[config.mk]
export PLATFORM = sky130hd
export DESIGN_NAME = adc_scan_channel_and_result_buffer
export DESIGN_NICKNAME = d
export VERILOG_FILES = /design/src/hdl/result_align.v /design/src/hdl/slot_decode.v /design/src/hdl/adc_scan_channel_and_result_buffer.v
export VERILOG_INCLUDE_DIRS = /design/src /design/src/hdl
export SDC_FILE = /design/constraint.sdc
export NUM_CORES = 1
export LEC_CHECK = 0
export BUFFER_PORTS_ARGS = -buffer_cell sky130_fd_sc_hd__clkbuf_2
export CORE_MARGIN = 10
export CORE_UTILIZATION = 45
export DETAILED_ROUTE_END_ITERATION = 16
export PLACE_DENSITY_LB_ADDON = 0.05
export SLEW_MARGIN = 10
export SYNTH_ARGS = -nofsm -noshare
export SYNTH_HDL_FRONTEND = slang
export SYNTH_SLANG_ARGS = --single-unit
export TNS_END_PERCENT = 100
[constraint.sdc]
create_clock -name clk -period 5.53 [get_ports clk]
set_clock_uncertainty 0.05 [all_clocks]
set_input_delay 1.659 -clock clk [delete_from_list [all_inputs] [get_ports clk]]
set_output_delay 1.659 -clock clk [all_outputs]
set_load 0.1 [all_outputs]
[src/hdl/scan_defines.vh]
`ifndef SCAN_DEFINES_VH
`define SCAN_DEFINES_VH
`define ADDR_SEL_A      8'h00
`define ADDR_SEL_B      8'h01
`define ADDR_SEL_C      8'h02
`define ADDR_SEL_D      8'h03
`define ADDR_CTRL       8'h04
`define ADDR_STATUS     8'h05
`define ADDR_INT_EN     8'h06
`define ADDR_INT_CLR    8'h07
`define ADDR_RES_BASE   8'h10
`define ADDR_RES_MASK   8'hf0
`define CTRL_NUM_LO     0
`define CTRL_NUM_HI     2
`define CTRL_SCAN       3
`define CTRL_REPEAT_CONVERSION       4
`define CTRL_ALIGN      5
`define CTRL_ENABLE     6
`define ST_DONE         0
`define ST_SLOT         1
`define ST_BITS         2
`define RESET_BYTE      8'h00
`define RESET_WORD      16'h0000
`define NIBBLE_ZERO     4'h0
`define SLOT_ZERO       3'h0
`define SLOT_ONE        3'h1
`define SLOT_LAST       3'h7
`endif

[src/hdl/result_align.v]
`timescale 1ns/1ns
`include "scan_defines.vh"
module result_align (
  input  wire        align_right,
  input  wire        ten_bit,
  input  wire [11:0] raw,
  output reg  [15:0] word
);
  always @* begin
    if (align_right) begin
      // Right: low byte full, top four bits (two when ten_bit) in high byte
      if (ten_bit)
        word = {6'h00, raw[9:0]};
      else
        word = {4'h0, raw};
    end else begin
      // Left: high byte full, rest in low nibble
      if (ten_bit)
        word = {raw[9:2], 6'h00, raw[1:0]};
      else
        word = {raw[11:4], 4'h0, raw[3:0]};
    end
  end
endmodule // result_align

[src/hdl/slot_decode.v]
`timescale 1ns/1ns
`include "scan_defines.vh"
module slot_decode (
  input  wire [31:0] sel_flat,
  input  wire [2:0]  slot,
  output wire [3:0]  channel
);
  // Slot n uses nibble n: even low, odd high
  assign channel = sel_flat[{slot, 2'b00} +: 4];
endmodule // slot_decode

[src/hdl/adc_scan_channel_and_result_buffer.v]
`timescale 1ns/1ns
`include "scan_defines.vh"
module adc_scan_channel_and_result_buffer (
  input  wire        clk,
  input  wire        resetn,
  input  wire        ce,
  input  wire [7:0]  addr,
  input  wire [7:0]  wdata,
  input  wire        wr,
  input  wire        rd,
  output reg  [7:0]  rdata,
  input  wire        scan_start,
  input  wire        ten_bit,
  output reg  [3:0]  mux_select,
  output reg         conv_start,
  input  wire        conv_done,
  input  wire [11:0] conv_result,
  output reg         scan_busy,
  output wire        irq
);
  localparam IDLE = 3'b001;
  localparam CONV = 3'b010;
  localparam WAIT = 3'b100;

  reg  [7:0]  sel_reg [0:3];
  reg  [15:0] result [0:7];
  reg  [6:0]  ctrl;
  reg  [2:0]  status;
  reg  [2:0]  int_en;
  reg  [2:0]  state;
  reg  [2:0]  slot;
  wire [31:0] sel_flat;
  wire [3:0]  channel;
  wire [15:0] aligned;
  wire [2:0]  num;
  wire        enable;
  wire        scan_on;
  wire        last_slot;
  wire        pass_end;
  wire        bad_sel;
  reg  [2:0]  ev;
  reg  [7:0]  next_rdata;
  integer     i;

  assign num     = ctrl[`CTRL_NUM_HI:`CTRL_NUM_LO];
  assign enable  = ctrl[`CTRL_ENABLE];
  assign scan_on = ctrl[`CTRL_SCAN];
  assign sel_flat = {sel_reg[3], sel_reg[2], sel_reg[1], sel_reg[0]};
  // Count field zero means eight, so a full pass is reachable
  assign last_slot = (slot == (num - `SLOT_ONE));
  assign pass_end  = (state == WAIT) && conv_done && last_slot;
  assign bad_sel   = wr && addr == `ADDR_CTRL && !wdata[`CTRL_SCAN]
                     && scan_busy;
  assign irq = |(status & int_en);

  slot_decode u_dec (
    .sel_flat (sel_flat),
    .slot     (slot),
    .channel  (channel)
  );

  result_align u_align (
    .align_right (ctrl[`CTRL_ALIGN]),
    .ten_bit     (ten_bit),
    .raw         (conv_result),
    .word        (aligned)
  );

  always @* begin
    ev = 3'h0;
    ev[`ST_DONE] = pass_end;
    ev[`ST_SLOT] = (state == WAIT) && conv_done;
    ev[`ST_BITS] = bad_sel;
  end

  always @(posedge clk) begin
    if (!resetn) begin
      for (i = 0; i < 4; i = i + 1)
        sel_reg[i] <= `RESET_BYTE;
      for (i = 0; i < 8; i = i + 1)
        result[i] <= `RESET_WORD;
      ctrl       <= 7'h00;
      status     <= 3'h0;
      int_en     <= 3'h0;
      state      <= IDLE;
      slot       <= `SLOT_ZERO;
      mux_select <= `NIBBLE_ZERO;
      conv_start <= 1'b0;
      scan_busy  <= 1'b0;
      rdata      <= `RESET_BYTE;
    end else if (ce) begin
      rdata      <= next_rdata;
      conv_start <= 1'b0;
      if (wr) begin
        if (addr[7:2] == 6'h00)
          sel_reg[addr[1:0]] <= wdata;
        if (addr == `ADDR_CTRL) begin
          // Scan bit held while a pass runs
          ctrl <= wdata[6:0];
          if (scan_busy)
            ctrl[`CTRL_SCAN] <= 1'b1;
        end
        if (addr == `ADDR_INT_EN)
          int_en <= wdata[2:0];
      end
      // Set wins over clear
      status <= (status & ~((wr && addr == `ADDR_INT_CLR) ? wdata[2:0]
                : 3'h0)) | ev;
      case (state)
        IDLE: begin
          if (enable && scan_on && scan_start) begin
            slot       <= `SLOT_ZERO;
            mux_select <= sel_flat[3:0];
            conv_start <= 1'b1;
            scan_busy  <= 1'b1;
            state      <= WAIT;
          end
        end
        CONV: begin
          mux_select <= channel;
          conv_start <= 1'b1;
          state      <= WAIT;
        end
        WAIT: begin
          if (!enable) begin
            // Enable off aborts the pass
            scan_busy <= 1'b0;
            state     <= IDLE;
          end else if (conv_done) begin
            result[slot] <= aligned;
            if (last_slot) begin
              slot <= `SLOT_ZERO;
              if (ctrl[`CTRL_REPEAT_CONVERSION]) begin
                state <= CONV;
              end else begin
                scan_busy <= 1'b0;
                state     <= IDLE;
              end
            end else begin
              slot  <= slot + `SLOT_ONE;
              state <= CONV;
            end
          end
        end
        default: state <= IDLE;
      endcase
    end
  end

  always @* begin
    next_rdata = `RESET_BYTE;
    if (rd) begin
      if ((addr & `ADDR_RES_MASK) == `ADDR_RES_BASE) begin
        // Odd address high byte, even low byte
        if (addr[0])
          next_rdata = result[addr[3:1]][15:8];
        else
          next_rdata = result[addr[3:1]][7:0];
      end else begin
        case (addr)
          `ADDR_SEL_A:   next_rdata = sel_reg[0];
          `ADDR_SEL_B:   next_rdata = sel_reg[1];
          `ADDR_SEL_C:   next_rdata = sel_reg[2];
          `ADDR_SEL_D:   next_rdata = sel_reg[3];
          `ADDR_CTRL:    next_rdata = {1'b0, ctrl};
          `ADDR_STATUS:  next_rdata = {scan_busy, slot, 1'b0, status};
          `ADDR_INT_EN:  next_rdata = {5'h00, int_en};
          default:       next_rdata = `RESET_BYTE;
        endcase
      end
    end
  end
endmodule // adc_scan_channel_and_result_buffer

==> metrics <==
first-pass GRT wire length=roughly 39,000 µm; launch point of the worst hold path=rdata[1]; unique cell type count in the Yosys netlist=65; category of the worst setup path launch point=input port; max-slew headroom at the worst pin=31.6%; total number of yosys warnings=0; Switching Share=24.8%; total track usage=roughly 19%; Clock H-tree levels=4; relative contribution of combinational cells to total power=under 10%; setup repair bufs after CTS=0; DR vias/cell=5.83; mean cell area of the mapped netlist=12.3 µm²; end of the worst register-to-register path=result[3][6]; RSZ-0062 raised after global routing=false; initial antenna violation count=0; number of nets in the layout=roughly 820; clock insertion delay at the later pin of the skew report=440 ps; layout cell share with drive strength beyond 1=between 10% and 20%; Worst R2R Start=slot[1]; wire length reported by the detailed router=25,500 µm; worst slack at placement=1380 ps; total of max-cap violations=0; number of nets produced by synthesis=795; most common cell after layout, fill and taps aside=sky130_fd_sc_hd__edfxtp_1; top cells by area in the synthesized netlist=sky130_fd_sc_hd__edfxtp_1 51%, sky130_fd_sc_hd__mux4_2 8.0%, sky130_fd_sc_hd__dfxtp_1 7.1%; Congestion Overflow GR=0; internal power component=2.31 mW; total half-perimeter wirelength after legalization and detailed placement=~17,000 µm; vias in the first global route=6,428; first-iteration detailed-routing DRC count=roughly 480; PostCTS Resize Cnt=0; number of hold violations in the final report=0; drt drc=0; Syn Std Cell Area=9340 µm²; count of TritonRoute iterations in the first routing pass=5; Placeable Area=20,300 µm²; number of buffers inserted during clock tree synthesis=17; Site Rows=between 50 and 60; growth of design area from synthesis to finish=10.5%; chip height=roughly 160 µm; number of cell instances on the worst register-to-register path=3; portion of the post-synthesis area used by sequential elements=between 50% and 60%; clock share of power=around 39%; antenna cell count=0; worst hold path cell count=2; largest voltage drop on the vdd net=0.212 mV; commonest non-fill, non-tap cells in the layout=160 x sky130_fd_sc_hd__edfxtp_1, 150 x sky130_fd_sc_hd__nor2_1, 49 x sky130_fd_sc_hd__clkbuf_2; clock slew seen by the registers of the worst setup and hold paths=80 ps; share of the clock period used by the worst path=67.1%; power density over the cells=298 nW/µm²; count of buffers from port buffering=50; Critical Path Fanout Max=26; count of hold buffers inserted by post-cts repair=0; kind of critical path=input port to register; Initial Util=between 40% and 50%; power dissipated by switching net loads=between 0.7 and 0.8 mW; fill cell total of the finished layout=1,823; transition time of the tightest slew-check pin=1020 ps; post-layout minimum cycle time=roughly 3700 ps; CTS max path bufs=2; number of instances in the synthesized netlist=757; setup-violating endpoint count in the final report=0; Critical Path AT=3810 ps; Top FF cell, synth=sky130_fd_sc_hd__edfxtp_1; number of vias in the routed layout=~6,200; die width=around 160 µm; worst min-delay path category=register to register; number of slew-limit violations in the final report=0; post-layout worst setup margin=1820 ps; TritonCTS sink count=193; flops & latches, synth=193; Post-DRT Antenna Nets=0; capturing element type of the critical path=register; proportion of register bits with asynchronous set or reset after synthesis=0%; Peak Freq=269 MHz; post-synth top area share=51.5%; Data required, critical path=5630 ps; area leader, netlist=sky130_fd_sc_hd__edfxtp_1; sequential cell fraction of total power=53.6%; hold path endpoint=rdata[1]; leakage component of the power=roughly 3.8 nW; routability congestion estimate from global placement=0.849; number of top-level pins=51; flip-flop count of the largest register, all copies and words added=128; Die Area=roughly 27,000 µm²; setup slack on the worst flop-to-flop path=~2300 ps; pin count of the biggest net entering global routing=between 40 and 50; clock tree from TritonCTS=built; final sum of negative setup slack=0 ps; Post-synth EDFFs=160; clock tree root driver cell=sky130_fd_sc_hd__clkbuf_16; outcome=finished clean; average routed wire per standard cell=23.9 µm
-- worst max-delay path, cell delays in order --
cell and delay [ps]:
sky130_fd_sc_hd__clkbuf_2 490, sky130_fd_sc_hd__or4_4 790, sky130_fd_sc_hd__nor3_4 240, sky130_fd_sc_hd__nand2_1 160
sky130_fd_sc_hd__o31ai_1 220, sky130_fd_sc_hd__buf_4 220
-- logic make-up (layout without fill, tap and decap cells) --
kind of cell	count (synthesis)	count (layout)	synth area share (%)
buffers and inverters	68	105	3.28
XOR/XNOR	3	3	0.429
AND/OR/NAND/NOR	316	316	16.9
AO/OA/AOI/OAI	85	85	6.41
adder cells (fa/ha/maj)	2	2	0.268
multiplexers	90	90	14.2
flip-flops	193	193	58.5
-- through the flow --
step / instances / power, mW / instance area (µm²) / util [%] / hold slack [ps]
after global placement: 1032 / 1.90 / 9750 / 48.0 / 419
after detailed placement: 1032 / 1.91 / 9750 / 48.0 / 420
after global routing: 1064 / 3.17 / 10300 / 50.8 / 467
after CTS: 1064 / 3.10 / 10300 / 50.8 / 435
after floorplan: 757 / 1.82 / 9340 / - / 406
final: 1064 / 3.08 / 10300 / 50.8 / 430
-- cell type report --
cell class,instances,area (µm²),share of cell area (%)
clock buffer,19,433,4.20
clock inverter,13,138,1.33
tap,270,338,3.27
inverter,12,45.0,0.437
multi-input combinational,496,3570,34.6
sequential,193,5470,53.0
timing repair buffer,61,333,3.23
-- worst max path at each step --
stage | startpoint | endpoint | cells past startpoint
global route | addr[3] | sel_reg[0][0] | 6
CTS | addr[3] | sel_reg[0][3] | 6
detailed placement | addr[3] | sel_reg[0][3] | 6
global placement | addr[3] | sel_reg[0][3] | 6
finish | addr[3] | sel_reg[0][0] | 6
floorplan | addr[3] | sel_reg[0][0] | 6
-- power groups by stage --
| stage | Combinational [mW] | Clock [mW] | Sequential [mW] |
|---|---|---|---|
| global route | 0.240 | 1.27 | 1.65 |
| detailed placement | 0.225 | 0 | 1.68 |
| finish | 0.223 | 1.20 | 1.65 |
| global placement | 0.225 | 0 | 1.68 |
| CTS | 0.226 | 1.22 | 1.65 |
| floorplan | 0.147 | 0 | 1.67 |
-- synth_stat cells (3+ instances only) --
| master | number |
|---|---|
| sky130_fd_sc_hd__a31oi_1 | 8 |
| sky130_fd_sc_hd__o22ai_1 | 8 |
| sky130_fd_sc_hd__edfxtp_1 | 160 |
| sky130_fd_sc_hd__dfxtp_1 | 33 |
| sky130_fd_sc_hd__a221oi_1 | 5 |
| sky130_fd_sc_hd__nand2_1 | 38 |
| sky130_fd_sc_hd__o22a_1 | 3 |
| sky130_fd_sc_hd__o21ai_0 | 10 |
| sky130_fd_sc_hd__or2_2 | 6 |
| sky130_fd_sc_hd__buf_6 | 4 |
| sky130_fd_sc_hd__nor2b_1 | 19 |
| sky130_fd_sc_hd__nand4_1 | 5 |
| sky130_fd_sc_hd__inv_1 | 10 |
| sky130_fd_sc_hd__a21boi_0 | 4 |
| sky130_fd_sc_hd__a211o_1 | 5 |
| sky130_fd_sc_hd__nor2_1 | 150 |
| sky130_fd_sc_hd__nand2b_1 | 8 |
| sky130_fd_sc_hd__and2_1 | 20 |
| sky130_fd_sc_hd__nand3_1 | 18 |
| sky130_fd_sc_hd__o31ai_1 | 4 |
| sky130_fd_sc_hd__or3_1 | 8 |
| sky130_fd_sc_hd__mux2_2 | 10 |
| sky130_fd_sc_hd__mux4_2 | 33 |
| sky130_fd_sc_hd__a21oi_1 | 15 |
| sky130_fd_sc_hd__buf_1 | 6 |
| sky130_fd_sc_hd__nor3b_1 | 3 |
| sky130_fd_sc_hd__buf_2 | 14 |
| sky130_fd_sc_hd__mux2i_1 | 47 |
| sky130_fd_sc_hd__clkbuf_1 | 31 |
| sky130_fd_sc_hd__and3_1 | 23 |
-- metal layers --
layer	GRT usage [%]	vias to the layer above	share of wire (%)
li1	-	2859	-
met1	22.5	3092	40
met2	34.2	205	52
met3	3.25	52	5.2
met4	8.29	0	3.4
met5	0	-	0
Power figures use the tool's default switching activity.
